[config.mk]
export PLATFORM = sky130hd
export DESIGN_NAME = okac_osc_key_ctrl
export DESIGN_NICKNAME = d
export VERILOG_FILES = /design/src/hw/okac_osc_key_ctrl.v
export VERILOG_INCLUDE_DIRS = /design/src /design/src/shared
export SDC_FILE = /design/constraint.sdc
export NUM_CORES = 1
export LEC_CHECK = 0
export ABC_CLOCK_PERIOD_IN_PS = 2500
export BUFFER_PORTS_ARGS = -buffer_cell sky130_fd_sc_hd__buf_2
export CAP_MARGIN = 20
export CORE_ASPECT_RATIO = 2
export CORE_UTILIZATION = 45
export DETAILED_ROUTE_END_ITERATION = 8
export GPL_TIMING_DRIVEN = 0
export PLACE_DENSITY_LB_ADDON = 0.15
export SKIP_LAST_GASP = 1
export SLEW_MARGIN = 10
export SYNTH_ARGS = -nofsm -noshare
export SYNTH_HDL_FRONTEND = slang
export SYNTH_SLANG_ARGS = --single-unit
[constraint.sdc]
create_clock -name I_MCLK -period 2.5 [get_ports I_MCLK]
set_input_delay 0 -clock I_MCLK [delete_from_list [all_inputs] [get_ports I_MCLK]]
set_output_delay 0 -clock I_MCLK [all_outputs]
set_load 0.01 [all_outputs]
[src/shared/okac_regs.vh]
`ifndef OKAC_REGS_VH
`define OKAC_REGS_VH

// Register addresses
`define OKAC_OSC_CTRL_ADDR 8'h1C
`define OKAC_OSC_STAT_ADDR 8'h1D
`define OKAC_KEY_ADDR 8'h1F
`define OKAC_TRICKLE_ADDR 8'h20
`define OKAC_BATTERY_THRESHOLD_SELECT_ADDR 8'h21
`define OKAC_VREF_ADDR 8'h26
`define OKAC_ASTAT_ADDR 8'h2F
`define OKAC_OUT_CTRL_ADDR 8'h30

// Reset values
`define OKAC_OSC_CTRL_RST 8'h00
`define OKAC_OSC_STAT_RST 8'h00
`define OKAC_KEY_RST 8'h00
`define OKAC_TRICKLE_RST 8'h00
`define OKAC_BATTERY_THRESHOLD_SELECT_RST 8'h00
`define OKAC_VREF_RST 8'h00
`define OKAC_OUT_CTRL_RST 8'h00

// Key values
`define OKAC_KEY_OSC 8'hA1
`define OKAC_KEY_SWRST 8'h3C
`define OKAC_KEY_ANALOG 8'h9D
`define OKAC_KEY_CLEARED 8'h00

// Oscillator control fields
`define OKAC_OC_SRC_BIT 7
`define OKAC_OC_ACAL_HI 6
`define OKAC_OC_ACAL_LO 5
`define OKAC_OC_BATSW_BIT 4
`define OKAC_OC_FAILSW_BIT 3
`define OKAC_OC_IOGATE_BIT 2
`define OKAC_OC_OSC_FAIL_IRQ_ENABLE_BIT 1
`define OKAC_OC_AUTOCAL_FAIL_IRQ_ENABLE_BIT 0

// Oscillator status fields
`define OKAC_OS_XTRIM_HI 7
`define OKAC_OS_XTRIM_LO 6
`define OKAC_OS_LOCK_BIT 5
`define OKAC_OS_MODE_BIT 4
`define OKAC_OS_XTIDLE_BIT 3
`define OKAC_OS_OF_BIT 1
`define OKAC_OS_ACF_BIT 0

// Trickle charger fields and codes
`define OKAC_TC_SEL_HI 7
`define OKAC_TC_SEL_LO 4
`define OKAC_TC_DIODE_HI 3
`define OKAC_TC_DIODE_LO 2
`define OKAC_TC_RES_HI 1
`define OKAC_TC_RES_LO 0
`define OKAC_TC_SEL_ON 4'hA
`define OKAC_TC_DIODE_IN 2'h2
`define OKAC_TC_DIODE_BYP 2'h1
`define OKAC_TC_RES_OFF 2'h0

// Battery reference and analog status
`define OKAC_BR_SEL_HI 7
`define OKAC_BR_SEL_LO 4
`define OKAC_AS_ABOVE_BIT 7

// Voltage reference trim: low bits loaded from nonvolatile trim
`define OKAC_VR_NV_HI 4
`define OKAC_VR_NV_LO 0

// Output control writable bits
`define OKAC_OUT_CTRL_MASK 8'hC0

// Extended crystal trim step in ppm
`define OKAC_XTRIM_STEP_PPM 9'd122

`endif

[src/hw/okac_osc_key_ctrl.v]
// Summary of operation
// - Oscillator control writable only under key A1
// - Nonzero autocal field write starts autocalibration
// - Source bit requests RC; crystal needs running
// - Battery auto-switch forces RC on battery
// - Failure auto-switch forces RC on failure
// - I/O gated off while power switch enabled and second output pin high
// - Enabled failure flags raise interrupt request
// - Extended trim slows crystal 122 ppm/step
// - Output lock blocks setting second output
// - Status shows which source drives clocks
// - Status shows crystal not toggling
// - Failure flag set on POR loss, slow crystal
// - Autocal failure flag set on calibration fault
// - Any non-key register write clears the key
// - Key value 3C keeps key, software reset
// - Key 9D unlocks analog and output registers
// - Charger enabled only by select 1010
// - Diode 10 inserts, 01 bypasses, else off
// - Resistor field selects 3k/6k/11k, 00 off
// - Threshold select; above flag set on rise
// - Fall clears above, sets flag, fall event
// - Rise past threshold gives rise event
// - Vref trim under 9D, low bits ~NV trim
`timescale 1ns/1ps
`include "okac_regs.vh"

module okac_osc_key_ctrl (
	input wire I_MCLK,
	input wire I_RST_B,
	input wire [7:0] I_ADDR,
	input wire [7:0] I_WDATA,
	input wire I_WR,
	input wire I_RD,
	output reg [7:0] O_RDATA,
	input wire I_ON_BATTERY,
	input wire I_XT_RUNNING,
	input wire I_XT_SLOW,
	input wire I_POR_SUPPLY_LOST,
	input wire I_ACAL_FAIL,
	input wire I_POWER_SWITCH_ENABLE,
	input wire I_SECOND_OUTPUT_PIN,
	input wire I_VBAT_ABOVE_RISE,
	input wire I_VBAT_BELOW_FALL,
	input wire I_BAT_FLAG_CLR,
	input wire [4:0] I_NV_TRIM,
	output wire O_SOURCE_RC,
	output wire O_CRYSTAL_IDLE,
	output reg O_AUTOCAL_START,
	output wire [1:0] O_AUTOCAL_MODE,
	output wire O_IRQ,
	output wire O_IO_DISABLE,
	output wire [1:0] O_EXT_XTAL_TRIM,
	output wire [8:0] O_XTAL_SLOW_PPM,
	output wire O_SECOND_OUTPUT_CONTROL_BIT_SET_INHIBIT,
	output reg O_SW_RESET,
	output wire O_CHARGE_EN,
	output wire O_DIODE_INSERT,
	output wire [1:0] O_CHARGE_RES,
	output wire [3:0] O_BAT_THRESH_SEL,
	output wire O_BAT_ABOVE,
	output wire O_BAT_FLAG,
	output reg O_BL_FALL_EVT,
	output reg O_BL_RISE_EVT,
	output wire [7:0] O_VREF_TRIM,
	output wire [7:0] O_OUT_CTRL
);

	reg [7:0] osc_ctrl_r;
	reg [7:0] stat_rw_r;
	reg [7:0] key_r;
	reg [7:0] trickle_r;
	reg [7:0] battery_threshold_select_r;
	reg [7:0] vref_r;
	reg [7:0] out_ctrl_r;
	reg src_rc_r;
	reg src_rc_nxt;
	reg bat_above_r;
	reg bat_flag_r;
	reg nv_load_r;
	reg of_nxt;
	reg acf_nxt;
	reg [7:0] rdata_nxt;
	wire [1:0] trickle_dec;
	wire [7:0] stat_view;
	wire want_rc;
	wire osc_fail;

	function wr_hit;
		input [7:0] addr;
		input [7:0] target;
		input we;
		begin
			wr_hit = we && (addr == target);
		end
	endfunction

	function flag_next;
		input cur;
		input clr_wr;
		input wbit;
		input set;
		begin
			// Hardware set wins over a software clear in the same cycle
			if (set) begin
				flag_next = 1'b1;
			end else if (clr_wr) begin
				flag_next = wbit;
			end else begin
				flag_next = cur;
			end
		end
	endfunction

	// Returns {charge enable, diode insert}
	function [1:0] trickle_decode;
		input [7:0] cfg;
		reg sel_ok;
		reg diode_ok;
		reg res_ok;
		begin
			sel_ok = (cfg[`OKAC_TC_SEL_HI:`OKAC_TC_SEL_LO] ==
				`OKAC_TC_SEL_ON);
			diode_ok = (cfg[`OKAC_TC_DIODE_HI:`OKAC_TC_DIODE_LO] ==
				`OKAC_TC_DIODE_IN) ||
				(cfg[`OKAC_TC_DIODE_HI:`OKAC_TC_DIODE_LO] ==
				`OKAC_TC_DIODE_BYP);
			res_ok = (cfg[`OKAC_TC_RES_HI:`OKAC_TC_RES_LO] !=
				`OKAC_TC_RES_OFF);
			trickle_decode[1] = sel_ok && diode_ok && res_ok;
			trickle_decode[0] = sel_ok && diode_ok && res_ok &&
				(cfg[`OKAC_TC_DIODE_HI:`OKAC_TC_DIODE_LO] ==
				`OKAC_TC_DIODE_IN);
		end
	endfunction

	wire wr_osc = wr_hit(I_ADDR, `OKAC_OSC_CTRL_ADDR, I_WR) &&
		(key_r == `OKAC_KEY_OSC);
	wire key_analog = (key_r == `OKAC_KEY_ANALOG);
	wire wr_stat = wr_hit(I_ADDR, `OKAC_OSC_STAT_ADDR, I_WR);
	wire wr_key = wr_hit(I_ADDR, `OKAC_KEY_ADDR, I_WR);
	wire wr_trk = wr_hit(I_ADDR, `OKAC_TRICKLE_ADDR, I_WR) && key_analog;
	wire wr_battery_threshold_select = wr_hit(I_ADDR, `OKAC_BATTERY_THRESHOLD_SELECT_ADDR, I_WR) && key_analog;
	wire wr_vref = wr_hit(I_ADDR, `OKAC_VREF_ADDR, I_WR) &&
		key_analog;
	wire wr_outc = wr_hit(I_ADDR, `OKAC_OUT_CTRL_ADDR, I_WR) && key_analog;

	assign osc_fail = I_XT_SLOW;

	assign want_rc = osc_ctrl_r[`OKAC_OC_SRC_BIT] ||
		(osc_ctrl_r[`OKAC_OC_BATSW_BIT] && I_ON_BATTERY) ||
		(osc_ctrl_r[`OKAC_OC_FAILSW_BIT] &&
		stat_rw_r[`OKAC_OS_OF_BIT]);

	always @* begin
		// Fall back to crystal only while it is actually running
		if (want_rc) begin
			src_rc_nxt = 1'b1;
		end else if (I_XT_RUNNING) begin
			src_rc_nxt = 1'b0;
		end else begin
			src_rc_nxt = src_rc_r;
		end
	end

	always @* begin
		of_nxt = flag_next(stat_rw_r[`OKAC_OS_OF_BIT], wr_stat,
			I_WDATA[`OKAC_OS_OF_BIT],
			I_POR_SUPPLY_LOST || osc_fail);
		acf_nxt = flag_next(stat_rw_r[`OKAC_OS_ACF_BIT], wr_stat,
			I_WDATA[`OKAC_OS_ACF_BIT], I_ACAL_FAIL);
	end

	assign stat_view = {stat_rw_r[`OKAC_OS_XTRIM_HI:`OKAC_OS_XTRIM_LO],
		stat_rw_r[`OKAC_OS_LOCK_BIT],
		src_rc_r,
		~I_XT_RUNNING,
		1'b0,
		stat_rw_r[`OKAC_OS_OF_BIT],
		stat_rw_r[`OKAC_OS_ACF_BIT]};

	// Oscillator control, written only under the oscillator key
	always @(posedge I_MCLK or negedge I_RST_B) begin
		if (!I_RST_B) begin
			osc_ctrl_r <= `OKAC_OSC_CTRL_RST;
			O_AUTOCAL_START <= 1'b0;
		end else begin
			if (wr_osc) begin
				osc_ctrl_r <= I_WDATA;
			end
			O_AUTOCAL_START <= wr_osc &&
				(I_WDATA[`OKAC_OC_ACAL_HI:`OKAC_OC_ACAL_LO] != 2'h0);
		end
	end

	// Active source follows the request once the crystal allows it
	always @(posedge I_MCLK or negedge I_RST_B) begin
		if (!I_RST_B) begin
			src_rc_r <= 1'b0;
		end else begin
			src_rc_r <= src_rc_nxt;
		end
	end

	// Status: trim and lock are plain bits, flags are set by hardware
	always @(posedge I_MCLK or negedge I_RST_B) begin
		if (!I_RST_B) begin
			stat_rw_r <= `OKAC_OSC_STAT_RST;
		end else begin
			stat_rw_r[`OKAC_OS_OF_BIT] <= of_nxt;
			stat_rw_r[`OKAC_OS_ACF_BIT] <= acf_nxt;
			if (wr_stat) begin
				stat_rw_r[7:5] <= I_WDATA[7:5];
			end
			stat_rw_r[4:2] <= 3'h0;
		end
	end

	// Key: any other register write wipes it
	always @(posedge I_MCLK or negedge I_RST_B) begin
		if (!I_RST_B) begin
			key_r <= `OKAC_KEY_RST;
			O_SW_RESET <= 1'b0;
		end else begin
			if (wr_key && I_WDATA == `OKAC_KEY_SWRST) begin
				key_r <= key_r;
			end else if (wr_key) begin
				key_r <= I_WDATA;
			end else if (I_WR) begin
				key_r <= `OKAC_KEY_CLEARED;
			end
			O_SW_RESET <= wr_key && (I_WDATA == `OKAC_KEY_SWRST);
		end
	end

	// Analog registers, written only under the analog key
	always @(posedge I_MCLK or negedge I_RST_B) begin
		if (!I_RST_B) begin
			trickle_r <= `OKAC_TRICKLE_RST;
			battery_threshold_select_r <= `OKAC_BATTERY_THRESHOLD_SELECT_RST;
			out_ctrl_r <= `OKAC_OUT_CTRL_RST;
		end else begin
			if (wr_trk) begin
				trickle_r <= I_WDATA;
			end
			if (wr_battery_threshold_select) begin
				battery_threshold_select_r <= I_WDATA;
			end
			if (wr_outc) begin
				out_ctrl_r <= I_WDATA & `OKAC_OUT_CTRL_MASK;
			end
		end
	end

	// First edge after reset takes the inverted trim; a write then is lost
	always @(posedge I_MCLK or negedge I_RST_B) begin
		if (!I_RST_B) begin
			vref_r <= `OKAC_VREF_RST;
			nv_load_r <= 1'b1;
		end else begin
			if (nv_load_r) begin
				vref_r[`OKAC_VR_NV_HI:`OKAC_VR_NV_LO] <= ~I_NV_TRIM;
				nv_load_r <= 1'b0;
			end else if (wr_vref) begin
				vref_r <= I_WDATA;
			end
		end
	end

	// Battery comparator with hysteresis on the selected threshold pair
	always @(posedge I_MCLK or negedge I_RST_B) begin
		if (!I_RST_B) begin
			bat_above_r <= 1'b0;
			bat_flag_r <= 1'b0;
			O_BL_FALL_EVT <= 1'b0;
			O_BL_RISE_EVT <= 1'b0;
		end else begin
			O_BL_FALL_EVT <= 1'b0;
			O_BL_RISE_EVT <= 1'b0;
			if (!bat_above_r && I_VBAT_ABOVE_RISE) begin
				bat_above_r <= 1'b1;
				O_BL_RISE_EVT <= 1'b1;
			end else if (bat_above_r && I_VBAT_BELOW_FALL) begin
				bat_above_r <= 1'b0;
				O_BL_FALL_EVT <= 1'b1;
			end
			if (bat_above_r && I_VBAT_BELOW_FALL) begin
				bat_flag_r <= 1'b1;
			end else if (I_BAT_FLAG_CLR) begin
				bat_flag_r <= 1'b0;
			end
		end
	end

	always @* begin
		case (I_ADDR)
		`OKAC_OSC_CTRL_ADDR: rdata_nxt = osc_ctrl_r;
		`OKAC_OSC_STAT_ADDR: rdata_nxt = stat_view;
		`OKAC_KEY_ADDR: rdata_nxt = key_r;
		`OKAC_TRICKLE_ADDR: rdata_nxt = trickle_r;
		`OKAC_BATTERY_THRESHOLD_SELECT_ADDR: rdata_nxt = battery_threshold_select_r;
		`OKAC_VREF_ADDR: rdata_nxt = vref_r;
		`OKAC_ASTAT_ADDR: rdata_nxt = {bat_above_r, 7'h00};
		`OKAC_OUT_CTRL_ADDR: rdata_nxt = out_ctrl_r;
		default: rdata_nxt = 8'h00;
		endcase
	end

	always @(posedge I_MCLK or negedge I_RST_B) begin
		if (!I_RST_B) begin
			O_RDATA <= 8'h00;
		end else if (I_RD) begin
			O_RDATA <= rdata_nxt;
		end
	end

	assign O_SOURCE_RC = src_rc_r;
	assign O_CRYSTAL_IDLE = ~I_XT_RUNNING;
	assign O_AUTOCAL_MODE = osc_ctrl_r[`OKAC_OC_ACAL_HI:`OKAC_OC_ACAL_LO];
	assign O_IRQ = (osc_ctrl_r[`OKAC_OC_OSC_FAIL_IRQ_ENABLE_BIT] &&
		stat_rw_r[`OKAC_OS_OF_BIT]) ||
		(osc_ctrl_r[`OKAC_OC_AUTOCAL_FAIL_IRQ_ENABLE_BIT] &&
		stat_rw_r[`OKAC_OS_ACF_BIT]);
	assign O_IO_DISABLE = osc_ctrl_r[`OKAC_OC_IOGATE_BIT] &&
		I_POWER_SWITCH_ENABLE && I_SECOND_OUTPUT_PIN;
	assign O_EXT_XTAL_TRIM = stat_rw_r[`OKAC_OS_XTRIM_HI:`OKAC_OS_XTRIM_LO];
	assign O_XTAL_SLOW_PPM = `OKAC_XTRIM_STEP_PPM *
		{7'h00, O_EXT_XTAL_TRIM};
	assign O_SECOND_OUTPUT_CONTROL_BIT_SET_INHIBIT = stat_rw_r[`OKAC_OS_LOCK_BIT];
	assign trickle_dec = trickle_decode(trickle_r);
	assign O_CHARGE_EN = trickle_dec[1];
	assign O_DIODE_INSERT = trickle_dec[0];
	assign O_CHARGE_RES = trickle_r[`OKAC_TC_RES_HI:`OKAC_TC_RES_LO];
	assign O_BAT_THRESH_SEL = battery_threshold_select_r[`OKAC_BR_SEL_HI:`OKAC_BR_SEL_LO];
	assign O_BAT_ABOVE = bat_above_r;
	assign O_BAT_FLAG = bat_flag_r;
	assign O_VREF_TRIM = vref_r;
	assign O_OUT_CTRL = out_ctrl_r;

endmodule

==> metrics.md <==
| Metric | Value |
|---|---|
| Status | complete, no violations |
| Max layer used | met4 |
| Syn avg cell area | 11.6 um^2 |
| # clock sinks | 63 |
| DR WL met3 | 361 um |
| Fmax achieved | 475 MHz |
| Area grow syn2layout | 30.5% |
| Root Driver | clkbuf_16 |
| I/O Buffers | slightly below 80 |
| Most common cell in the netlist | dfrtp_1 |
| Ports | 91 |
| Crit path DAT | 2.32 ns |
| Layout Cells excl Fill | 498 |
| Rows | 43 |
| P per Cell Area | approximately 560 nW/um^2 |
| Worst path required time | 2.72 ns |
| CTS tree | done |
| Initial antenna violation count | 0 |
| DR WL/cell | 17.0 um |
| Die area | slightly below 8000 um^2 |
| Worst hold path depth | 2 |
| Final WL | 8.49 mm |
| Worst-Skew Late Latency | 0.33 ns |
| Finish-stage setup viols | 0 |
| Clock-pin slew on the worst setup and hold paths | 0.05 ns |
| DRT iter0 DRCs | 114 |
| Synth Flop Type | dfrtp_1 |
| Startpoint types | flip-flop |
| Final Hold Viols | 0 |
| RSZ-0062 raised after global routing | false |
| Vias in the first global route | ~2,600 |
| Post-synth EDFFs | 0 |
| Hold WC Path Type | in -> reg |
| Distinct cells, synth | 52 |
| WL met1 | between 3 and 4 mm |
| Pins Over Slew Limit | 0 |
| Total gr overflow | 0 |
| Ys Warns | 0 |
| First-pass GRT wire length | 13.3 mm |
| Die extent in x | 62.7 um |
| Ratio of cells with drive above 1 in the final layout | 41.7% |
| Vias per cell | roughly 5.3 |
| Initial cell density of the core | 47.0% |
| RePlAce Congestion | between 0.8 and 0.9 |
| Placed wire-length estimate | 6.29 mm |
| Drt drc | 0 |
| Worst-Margin Slew | 0.799 ns |
| Peak supply drop | between 0.4 and 0.5 mV |
| Largest area contributor in the netlist | dfrtp_1 |
| Die H | about 120 um |
| Core Region | 7050 um^2 |
| Post-CTS Setup Inserts | 0 |
| # resized after CTS | 0 |
| Slew headroom | 46.8% |
| Critical-path maximum fanout | 9 |
| CTS Buf Count | 9 |
| Maxcap violations | 0 |
| CP max-delay cell | nor4_4 |
| H-tree depth | 3 |
| Global-route usage over all layers | a little under a quarter |
| Crit path cell chain | nand2b_1 > nor4_4 > nand2_1 > nor2_4 > mux2_2 |
| Routed Antenna Nets | 0 |
| Flip-flop and latch count after synthesis | 63 |
| Seq/Total Area, Yosys | 47.6% |
| Leakage | 0.00214 uW |
| Cell count of the worst reg-to-reg path | 5 |
| Critical path class | reg -> reg |
| Final nets | 442 |
| Tcrit/Tclk final | 84.2% |
| Crit. End Element | flip-flop |
| Post-Synthesis Cells | between 200 and 300 |
| Setup TNS | 0 ns |
| Via Count | 2,639 |
| # diodes | 0 |
| Period minus WS final | ~2.1 ns |
| Dpl cells | ~460 |
| Clock Path Buffers | 2 |
| Post-synth ARST share | 100% |
| Commonest cells in the netlist | dfrtp_1, mux2_2, buf_4, inv_1, nor2_1 |
| Wire length on met2 | 4.64 mm |
| Share of the synthesized area in the top cell type | a little under half |
| Synth area leaders | dfrtp_1, mux2_2, buf_4 |
| DR pass1 iterations | 4 |
| Largest net degree at the start of global routing | 64 |
| Critical Path Max Stage Delay | 0.56 ns |
| Synthesized cell area | 3320 um^2 |
| Clock skew | between 0.008 and 0.009 ns |
==> cell families after synthesis <==
group,synth area share (%)
simple gates,14.2
flops,47.6
compound gates,13.2
buf+inv,8.57
mux,14.6
fa+ha+maj,1.51
other cells,0.113
xor+xnor,0.264
==> worst max-delay path, delay by kind of cell (launching register included) <==
kind,cells,cell delay [ns]
DFF,1,0.39
muxes,1,0.37
and+or+nand+nor,4,1.23
==> stage by stage <==
step	setup slack, ns	instance area [um^2]	power, uW	hold WS [ns]	utilization (%)
3_5_place_dp	0.376	3850	1290	0.139	54.6
4_1_cts	0.373	4330	2470	0.00223	61.4
2_1_floorplan	0.724	3340	1180	-0.296	-
5_1_grt	0.257	4330	2530	0.0208	61.4
6_report	0.394	4330	2440	0.00268	61.4
3_3_place_gp	0.369	3840	1290	0.176	54.6
==> registers in the layout (all words and copies together) (netlist names) <==
signal                      count
O_RDATA                         8
O_VREF_TRIM                     8
battery_threshold_select_r      8
key_r                           8
osc_ctrl_r                      8
trickle_r                       8
stat_rw_r                       5
O_OUT_CTRL                      2
O_AUTOCAL_START                 1
O_BAT_ABOVE                     1
O_BAT_FLAG                      1
O_BL_FALL_EVT                   1
O_BL_RISE_EVT                   1
O_SOURCE_RC                     1
O_SW_RESET                      1
nv_load_r                       1
==> metal layers <==
layer  global-route usage [%]  up-vias
met5                        0        -
met4                     14.2        0
met3                     5.72       20
met2                     42.5       90
met1                     24.8     1272
li1                         -     1257
==> where the power goes <==
| group | leakage [uW] | switching [uW] | internal [uW] |
|---|---|---|---|
| Sequential | 0.000836 | 18.8 | 1040 |
| Combinational | 0.00117 | 130 | 106 |
| Clock | 0.000136 | 422 | 720 |
==> cell usage in the layout (no fill, tap or decap), types with 7 or more instances in the layout <==
cell type / Yosys / routed
a22o_1: 7 / 7
conb_1: 1 / 8
inv_1: 15 / 15
and3_1: 8 / 8
buf_2: 8 / 85
mux2_2: 35 / 35
mux2i_1: 9 / 9
o22ai_1: 9 / 9
nor2_1: 12 / 12
a21oi_1: 7 / 7
nand2_1: 10 / 10
dfrtp_1: 62 / 62
buf_4: 22 / 23
clkbuf_16: 0 / 9
dlygate4sd3_1: 0 / 20
==> final timing paths <==
check                                       startpoint                         to  slack [ns]
max in group asynchronous                      I_RST_B  osc_ctrl_r[7]$_DFFE_PN0P_        1.67
worst min-delay path                        I_WDATA[0]   stat_rw_r[0]$_DFFE_PN0P_       0.003
worst min register to register  O_BAT_FLAG$_DFFE_PN0P_     O_BAT_FLAG$_DFFE_PN0P_        0.47
worst max register to register    key_r[1]$_DFFE_PN0P_   trickle_r[6]$_DFFE_PN0P_        0.39
worst max-delay path              key_r[1]$_DFFE_PN0P_   trickle_r[6]$_DFFE_PN0P_        0.39
min in group asynchronous                      I_RST_B   stat_rw_r[0]$_DFFE_PN0P_        0.28
==> layout make-up <==
class / count / area [um^2]
timing repair buffer: 98 / 593
tap: 90 / 113
multi-input combinational: 182 / 1480
inverter: 15 / 56.3
sequential: 63 / 1580
clock inverter: 3 / 17.5
clock buffer: 13 / 260
buffer: 34 / 228
fill: 639 / 2720
==> what timing repair did <==
item	4_1_cts	5_1_grt
endpoints found under the setup margin	0	0
hold buffers	20	0
hold endpoints to repair	84	0
(Power assumes the default switching activity.)
